===== config.mk =====
export PLATFORM = sky130hd
export DESIGN_NAME = odt_decoder
export DESIGN_NICKNAME = d
export VERILOG_FILES = /design/src/odt_pkg.sv /design/src/odt_decoder.sv /design/src/odt_classify.sv
export SDC_FILE = /design/constraint.sdc
export NUM_CORES = 1
export LEC_CHECK = 0
export BUFFER_PORTS_ARGS = -buffer_cell sky130_fd_sc_hd__buf_2
export CORE_MARGIN = 5
export CORE_UTILIZATION = 45
export DETAILED_ROUTE_END_ITERATION = 8
export PLACE_DENSITY = 0.76
export REMOVE_ABC_BUFFERS = 1
export SLEW_MARGIN = 20
export SYNTH_ARGS = -nofsm -noshare
export SYNTH_HDL_FRONTEND = slang
export SYNTH_SLANG_ARGS = --single-unit

===== constraint.sdc =====
create_clock -name ref_clk_i -period 6.9 [get_ports ref_clk_i]
set_input_delay 0.69 -clock ref_clk_i [delete_from_list [all_inputs] [get_ports ref_clk_i]]
set_output_delay 0.69 -clock ref_clk_i [all_outputs]
set_load 0.02 [all_outputs]

===== src/odt_pkg.sv =====
// Package holding opcode patterns, field positions, reset values and types of the decoder.
package odt_pkg;

  // ****************************************************************
  // Opening byte patterns
  // ****************************************************************
  localparam logic [7:0] ODT_OPC_TABLE_XLATE  = 8'hD7;
  localparam logic [7:0] ODT_OPC_FAR_DATA_SEG = 8'hC5;
  localparam logic [7:0] ODT_OPC_FAR_XTRA_SEG = 8'hC4;
  localparam logic [7:0] ODT_OPC_PACKED_FIX   = 8'h27;
  localparam logic [7:0] ODT_OPC_UNPACKED_FIX = 8'h37;

  // Upper six bits of the register forms (low bits are d and w).
  localparam logic [5:0] ODT_TOP_ADC_REG      = 6'h04;
  localparam logic [5:0] ODT_TOP_SBB_REG      = 6'h06;
  // Upper six bits of the immediate group (low bits are s and w).
  localparam logic [5:0] ODT_TOP_IMM_GROUP    = 6'h20;
  // Upper seven bits of the accumulator forms (low bit is w).
  localparam logic [6:0] ODT_TOP_ADC_ACC      = 7'h0A;
  localparam logic [6:0] ODT_TOP_SBB_ACC      = 7'h0E;

  // Middle field of the addressing byte in the immediate group.
  localparam logic [2:0] ODT_MID_ADC          = 3'h2;
  localparam logic [2:0] ODT_MID_SBB          = 3'h3;
  // Value of s:w that fetches a second data byte.
  localparam logic [1:0] ODT_SW_TWO_BYTES     = 2'h1;
  // Value of s:w that sign-extends a single data byte to a word.
  localparam logic [1:0] ODT_SW_SIGN_EXT      = 2'h3;

  // ****************************************************************
  // Field positions
  // ****************************************************************
  localparam int ODT_POS_W      = 0;
  localparam int ODT_POS_D      = 1;
  localparam int ODT_POS_RM_LO  = 0;
  localparam int ODT_POS_REG_LO = 3;
  localparam int ODT_POS_MOD_LO = 6;

  // ****************************************************************
  // Reset values
  // ****************************************************************
  localparam logic [7:0]  ODT_RST_BYTE = 8'h00;
  localparam logic [15:0] ODT_RST_IMM  = 16'h0000;

  // ****************************************************************
  // Types
  // ****************************************************************
  typedef enum logic [3:0] {
    ODT_OP_NONE,
    ODT_OP_BYTE_TABLE_TRANSLATE,
    ODT_OP_LOAD_FAR_POINTER_DATA_SEG,
    ODT_OP_LOAD_FAR_POINTER_EXTRA_SEG,
    ODT_OP_PACKED_DECIMAL_ADD_FIX,
    ODT_OP_UNPACKED_DECIMAL_ADD_FIX,
    ODT_OP_ADC_REG,
    ODT_OP_ADC_IMM,
    ODT_OP_ADC_ACC,
    ODT_OP_SUBTRACT_WITH_BORROW_REG,
    ODT_OP_SUBTRACT_WITH_BORROW_IMM,
    ODT_OP_SUBTRACT_WITH_BORROW_ACC,
    ODT_OP_UNSUPPORTED
  } odt_op_t;

  typedef enum logic [1:0] {
    ODT_ST_OPCODE,
    ODT_ST_MODRM,
    ODT_ST_DATA_LO,
    ODT_ST_DATA_HI
  } odt_state_t;

endpackage : odt_pkg


===== src/odt_decoder.sv =====
// Instruction byte collector and decoder for transfer and arithmetic opcodes.
`timescale 1ns/1ps

// What this block does
// (RULE1) Opening byte 11010111 alone is a complete table translate into the low accumulator byte.
// (RULE2) 11000101 then one addressing byte loads a far pointer into a register and data segment.
// (RULE3) 11000100 then one addressing byte loads a far pointer into a register and extra segment.
// (RULE4) Single byte 00100111 is the packed decimal fix after addition.
// (RULE5) Single byte 00110111 is the unpacked decimal fix after addition.
// (RULE6) Opening byte 000110dw plus one addressing byte is subtract with borrow, register form.
// (RULE7) Add with carry: register, accumulator, immediate (middle 010, 2 data bytes if s:w=01).
// (RULE8) Bit w set means word operand, bit d set means the register field is the destination.
module odt_decoder
  import odt_pkg::*;
(
  input  wire logic        ref_clk_i,
  input  wire logic        reset_n_i,
  input  wire logic [7:0]  byte_i,
  input  wire logic        byte_valid_i,
  output logic             instr_valid_o,
  output odt_op_t          op_o,
  output logic             word_op_o,
  output logic             reg_is_dest_o,
  output logic             has_modrm_o,
  output logic [1:0]       mod_o,
  output logic [2:0]       reg_o,
  output logic [2:0]       rm_o,
  output logic [15:0]      imm_o
);

  // ****************************************************************
  // Held bytes and sequencing state
  // ****************************************************************
  odt_state_t state_r;
  odt_state_t state_nxt;
  logic [7:0] opc_r;
  logic [7:0] modrm_r;
  logic [7:0] lo_r;
  logic       need_hi_r;
  logic       need_hi_nxt;

  logic [7:0] cur_opc;
  logic [7:0] cur_modrm;
  logic [7:0] cur_lo;
  odt_op_t    cls_op;
  logic       cls_modrm;
  logic       cls_group;
  logic       cls_acc;

  assign cur_opc   = (state_r == ODT_ST_OPCODE) ? byte_i : opc_r;
  assign cur_modrm = (state_r == ODT_ST_MODRM) ? byte_i : modrm_r;
  assign cur_lo    = (state_r == ODT_ST_DATA_LO) ? byte_i : lo_r;

  odt_classify u_classify (
    .opc_i         (cur_opc),
    .op_o          (cls_op),
    .needs_modrm_o (cls_modrm),
    .imm_group_o   (cls_group),
    .acc_form_o    (cls_acc)
  );

  // ****************************************************************
  // Next state and completion
  // ****************************************************************
  logic       finish;
  odt_op_t    fin_op;
  logic [15:0] fin_imm;

  always_comb
  begin
    state_nxt   = state_r;
    need_hi_nxt = need_hi_r;
    finish      = 1'b0;
    if (byte_valid_i)
    begin
      case (state_r)
        ODT_ST_OPCODE:
        begin
          if (cls_modrm)
          begin
            state_nxt = ODT_ST_MODRM;
          end
          else if (cls_acc)
          begin
            state_nxt   = ODT_ST_DATA_LO;
            need_hi_nxt = cur_opc[ODT_POS_W];
          end
          else
          begin
            finish = 1'b1; // (RULE1) (RULE4) (RULE5)
          end
        end
        ODT_ST_MODRM:
        begin
          if (cls_group)
          begin
            state_nxt   = ODT_ST_DATA_LO;
            need_hi_nxt = (cur_opc[1:0] == ODT_SW_TWO_BYTES); // (RULE7)
          end
          else
          begin
            state_nxt = ODT_ST_OPCODE;
            finish    = 1'b1; // (RULE2) (RULE3) (RULE6)
          end
        end
        ODT_ST_DATA_LO:
        begin
          if (need_hi_r)
          begin
            state_nxt = ODT_ST_DATA_HI;
          end
          else
          begin
            state_nxt = ODT_ST_OPCODE;
            finish    = 1'b1;
          end
        end
        ODT_ST_DATA_HI:
        begin
          state_nxt = ODT_ST_OPCODE;
          finish    = 1'b1;
        end
        default:
        begin
          state_nxt = ODT_ST_OPCODE;
        end
      endcase
    end
  end

  always_comb
  begin
    fin_op = cls_op;
    if (cls_group)
    begin
      if (cur_modrm[ODT_POS_REG_LO +: 3] == ODT_MID_ADC)
      begin
        fin_op = ODT_OP_ADC_IMM; // (RULE7)
      end
      else if (cur_modrm[ODT_POS_REG_LO +: 3] == ODT_MID_SBB)
      begin
        fin_op = ODT_OP_SUBTRACT_WITH_BORROW_IMM;
      end
      else
      begin
        fin_op = ODT_OP_UNSUPPORTED;
      end
    end
    if (state_r == ODT_ST_DATA_HI)
    begin
      fin_imm = {byte_i, lo_r};
    end
    else if (state_r == ODT_ST_DATA_LO && cls_group && cur_opc[1:0] == ODT_SW_SIGN_EXT)
    begin
      fin_imm = {{8{cur_lo[7]}}, cur_lo};
    end
    else if (state_r == ODT_ST_DATA_LO)
    begin
      fin_imm = {8'h00, cur_lo};
    end
    else
    begin
      fin_imm = ODT_RST_IMM;
    end
  end

  // ****************************************************************
  // Sequencing registers
  // ****************************************************************
  always_ff @(posedge ref_clk_i)
  begin
    if (!reset_n_i)
    begin
      state_r   <= ODT_ST_OPCODE;
      need_hi_r <= 1'b0;
    end
    else
    begin
      state_r   <= state_nxt;
      need_hi_r <= need_hi_nxt;
    end
  end

  always_ff @(posedge ref_clk_i)
  begin
    if (!reset_n_i)
    begin
      opc_r   <= ODT_RST_BYTE;
      modrm_r <= ODT_RST_BYTE;
      lo_r    <= ODT_RST_BYTE;
    end
    else if (byte_valid_i)
    begin
      if (state_r == ODT_ST_OPCODE)
      begin
        opc_r <= byte_i;
      end
      if (state_r == ODT_ST_MODRM)
      begin
        modrm_r <= byte_i;
      end
      if (state_r == ODT_ST_DATA_LO)
      begin
        lo_r <= byte_i;
      end
    end
  end

  // ****************************************************************
  // Decoded instruction outputs
  // ****************************************************************
  always_ff @(posedge ref_clk_i)
  begin
    if (!reset_n_i)
    begin
      instr_valid_o <= 1'b0;
      op_o          <= ODT_OP_NONE;
      word_op_o     <= 1'b0;
      reg_is_dest_o <= 1'b0;
      has_modrm_o   <= 1'b0;
      mod_o         <= 2'h0;
      reg_o         <= 3'h0;
      rm_o          <= 3'h0;
      imm_o         <= ODT_RST_IMM;
    end
    else
    begin
      instr_valid_o <= finish;
      if (finish)
      begin
        op_o          <= fin_op;
        word_op_o     <= cls_op != ODT_OP_UNSUPPORTED && cur_opc[ODT_POS_W]; // (RULE8)
        reg_is_dest_o <= cls_modrm && !cls_group && cur_opc[ODT_POS_D]; // (RULE8)
        has_modrm_o   <= cls_modrm;
        mod_o         <= cls_modrm ? cur_modrm[ODT_POS_MOD_LO +: 2] : 2'h0;
        reg_o         <= cls_modrm ? cur_modrm[ODT_POS_REG_LO +: 3] : 3'h0;
        rm_o          <= cls_modrm ? cur_modrm[ODT_POS_RM_LO +: 3] : 3'h0;
        imm_o         <= fin_imm;
      end
    end
  end

endmodule : odt_decoder


===== src/odt_classify.sv =====
// Combinational classifier of an opening instruction byte.
`timescale 1ns/1ps

module odt_classify
  import odt_pkg::*;
(
  input  wire logic [7:0] opc_i,
  output odt_op_t         op_o,
  output logic            needs_modrm_o,
  output logic            imm_group_o,
  output logic            acc_form_o
);

  always_comb
  begin
    op_o          = ODT_OP_UNSUPPORTED;
    needs_modrm_o = 1'b0;
    imm_group_o   = 1'b0;
    acc_form_o    = 1'b0;
    if (opc_i == ODT_OPC_TABLE_XLATE)
    begin
      op_o = ODT_OP_BYTE_TABLE_TRANSLATE; // (RULE1)
    end
    else if (opc_i == ODT_OPC_FAR_DATA_SEG)
    begin
      op_o          = ODT_OP_LOAD_FAR_POINTER_DATA_SEG; // (RULE2)
      needs_modrm_o = 1'b1;
    end
    else if (opc_i == ODT_OPC_FAR_XTRA_SEG)
    begin
      op_o          = ODT_OP_LOAD_FAR_POINTER_EXTRA_SEG; // (RULE3)
      needs_modrm_o = 1'b1;
    end
    else if (opc_i == ODT_OPC_PACKED_FIX)
    begin
      op_o = ODT_OP_PACKED_DECIMAL_ADD_FIX; // (RULE4)
    end
    else if (opc_i == ODT_OPC_UNPACKED_FIX)
    begin
      op_o = ODT_OP_UNPACKED_DECIMAL_ADD_FIX; // (RULE5)
    end
    else if (opc_i[7:2] == ODT_TOP_SBB_REG)
    begin
      op_o          = ODT_OP_SUBTRACT_WITH_BORROW_REG; // (RULE6)
      needs_modrm_o = 1'b1;
    end
    else if (opc_i[7:2] == ODT_TOP_ADC_REG)
    begin
      op_o          = ODT_OP_ADC_REG; // (RULE7)
      needs_modrm_o = 1'b1;
    end
    else if (opc_i[7:1] == ODT_TOP_ADC_ACC)
    begin
      op_o       = ODT_OP_ADC_ACC; // (RULE7)
      acc_form_o = 1'b1;
    end
    else if (opc_i[7:1] == ODT_TOP_SBB_ACC)
    begin
      op_o       = ODT_OP_SUBTRACT_WITH_BORROW_ACC;
      acc_form_o = 1'b1;
    end
    else if (opc_i[7:2] == ODT_TOP_IMM_GROUP)
    begin
      op_o          = ODT_OP_ADC_IMM; // (RULE7)
      needs_modrm_o = 1'b1;
      imm_group_o   = 1'b1;
    end
  end

endmodule : odt_classify


==> impl_metrics.toml <==
[clock_tree]
cts_root_buffer = "clkbuf_8"
htree_levels = 3
cts_setup_buffers = 0
insertion_delay_ns = 0.33
cts-buffers-inserted = 9
clockBufferDepth = 2
clock-sinks = 59
clk_pin_slew_ns = 0.07
cts.hold.buffers_added = 0
cts_resized = 0
cts_tree = "done"

[yosys]
yosysUniqueCellTypes = 59
yosysWarningCount = 0
ys_seq_area_share_pct = 38.1
synth_edf_count = 0
synth_area_leaders = "dfxtp_1, nand2_1, mux2_2"
syn-mean-instance-area_um2 = 8.55
ys_ff_latch = 59
syn_area_mm2 = 0.00310
async_flop_share_pct = 0
synth_top_flop_cell = "dfxtp_1"
synthCells = 363
netlist.area_leader.share_pct = 38.1
yosysTopAreaCell = "dfxtp_1"

[setup_path]
r2r_slack_ns = 3.28
cp_max_fo = 29
crit_type = "reg -> reg"
end_kind = "flip-flop"
crit_arrival_ns = 3.84
crit_path_start_kind = "flip-flop"
cp.required_ns = 7.12

[sta]
relSlewSlack_pct = 32.8
fin_worst_skew_ns = 0.00745
rsz0062_at_grt = "false"
fmax_mhz = 276
period_share_pct = 52.4
setup_slack_ns = 3.28
slew_violations = 0
finalSetupViolCount = 0
min_period_ns = 3.62
worst_pin_slew_ns = 1.01
hold_viol = 0
setup_tns_ns = 0

[die]
initial_core_util_pct = 45.9
core_mm2 = 0.00676
die_x_um = 93.0
rows = 30
die_area_mm2 = 0.00866
io-pin-count = 43
die_height_um = 93.0

[grt]
grt_max_degree = 52
grt_pass1_vias = 2608
groute.usage.overall_pct = 19.1
antenna_found_initial = 0
grt_first_pass_wirelength_um = 13200
overflow = 0

[drt]
drt_iter0_drc = 230
ant_nets = 0
via_count = 2733
wirelength_um = 7920
wire_per_inst_um = 16.8
viasPerCell = 5.81
drt_pass1_iterations = 5
route.detailed.drc = 0

[place]
dp_hpwl_um = 5200
place_ws_ns = 3.33
io_buffers = 42
routabilityCongestion = 0.854
place_inst = 454

[finish]
mostFrequentLayoutCells = "dfxtp_1, buf_2, nand2_1, nor2_1, a21oi_1"
area_growth_pct = 11.3
insertedDiodeCount = 0
final_common_cell = "dfxtp_1"
n_fill_cell = 674
final_cells = 470
layout-drive-gt1-share_pct = 27.4
nets = 396

[pwr]
power_leakage_nw = 1.28
ir_drop_mv = 0.157
power_density_mw_per_mm2 = 222

[hold_path]
hold_path.class = "reg -> reg"

[status]
status = "complete, no violations"

[run]
drv_cap = 0
kinds of logic after synthesis:
logic type	share of synthesized area, %
AND/OR/NAND/NOR	26.8
AO/OA/AOI/OAI	20.6
flip-flops	38.1
buffers and inverters	5.97
multiplexers	8.59
metal layers:
metal | vias up | track usage [%] | part of all wire [%]
met5 | - | 0 | 0
met4 | 0 | 5.13 | 1.1
met3 | 12 | 4.99 | 4.7
met2 | 80 | 30.5 | 48
met1 | 1290 | 25.5 | 46
li1 | 1351 | - | -
cell type report:
type                    count  area (µm²)  area share, %
flip-flops and latches     59        1180           34.2
inverters                   4        15.0          0.435
clock buffers              12         155           4.49
well taps                  80         100           2.90
multi-input cells         266        1740           50.5
clock inverters             4        25.0          0.724
repair buffers             45         233           6.74
metrics by stage:
stage          util (%)  hold WS, ns  total power, mW  area [µm²]
5_1_grt            51.1        0.469            0.802        3450
2_1_floorplan         -        0.433            0.446        2930
3_5_place_dp       48.4        0.443            0.488        3270
3_3_place_gp       48.4        0.439            0.486        3270
4_1_cts            51.1        0.454            0.774        3450
6_report           51.1        0.451            0.766        3450
registers in the layout, summed over array words and instances (netlist names):
| register | cells |
|---|---|
| reg_is_dest_o | 1 |
| has_modrm_o | 1 |
| lo_r | 8 |
| rm_o | 3 |
| op_o | 4 |
| need_hi_r | 1 |
| word_op_o | 1 |
| instr_valid_o | 1 |
| reg_o | 3 |
| state_r | 2 |
| imm_o | 16 |
| mod_o | 2 |
| opc_r | 8 |
| modrm_r | 8 |
worst max-delay path, stage by stage (launching register included):
cell      delay, ns
dfxtp_1        0.99
or2_1          0.67
a21oi_1        0.26
o311ai_1       0.62
a211o_2        0.62
nor4_2         0.12
o21a_1         0.21
report_power, final:
group          total, mW  switching [mW]  internal, mW
sequential         0.366          0.0125         0.353
clock              0.285           0.136         0.149
combinational      0.115          0.0765        0.0388
total              0.766           0.225         0.541
cell usage after synthesis (3+ instances only):
| library cell | instances |
|---|---|
| a211oi_1 | 16 |
| a21oi_1 | 25 |
| a21oi_2 | 11 |
| a31oi_1 | 5 |
| buf_2 | 7 |
| buf_6 | 3 |
| clkbuf_1 | 21 |
| dfxtp_1 | 59 |
| inv_1 | 3 |
| mux2_2 | 12 |
| mux2i_1 | 12 |
| nand2_1 | 39 |
| nand2_2 | 10 |
| nand3_1 | 24 |
| nand3b_1 | 9 |
| nor2_1 | 30 |
| nor2b_1 | 5 |
| nor3_1 | 9 |
| nor4_1 | 7 |
| nor4b_1 | 3 |
| o21ai_0 | 6 |
path summary, 6_finish.rpt:
kind / end / start / cells past startpoint
worst min register to register: imm_o[7]$_SDFFE_PN0P_ / imm_o[7]$_SDFFE_PN0P_ / 2
worst max-delay path: op_o[2]$_SDFFE_PN0P_ / state_r[1]$_SDFFE_PN0P_ / 6
worst min-delay path: imm_o[7]$_SDFFE_PN0P_ / imm_o[7]$_SDFFE_PN0P_ / 2
worst max register to register: op_o[2]$_SDFFE_PN0P_ / state_r[1]$_SDFFE_PN0P_ / 6
Power figures use the tool's default switching activity.
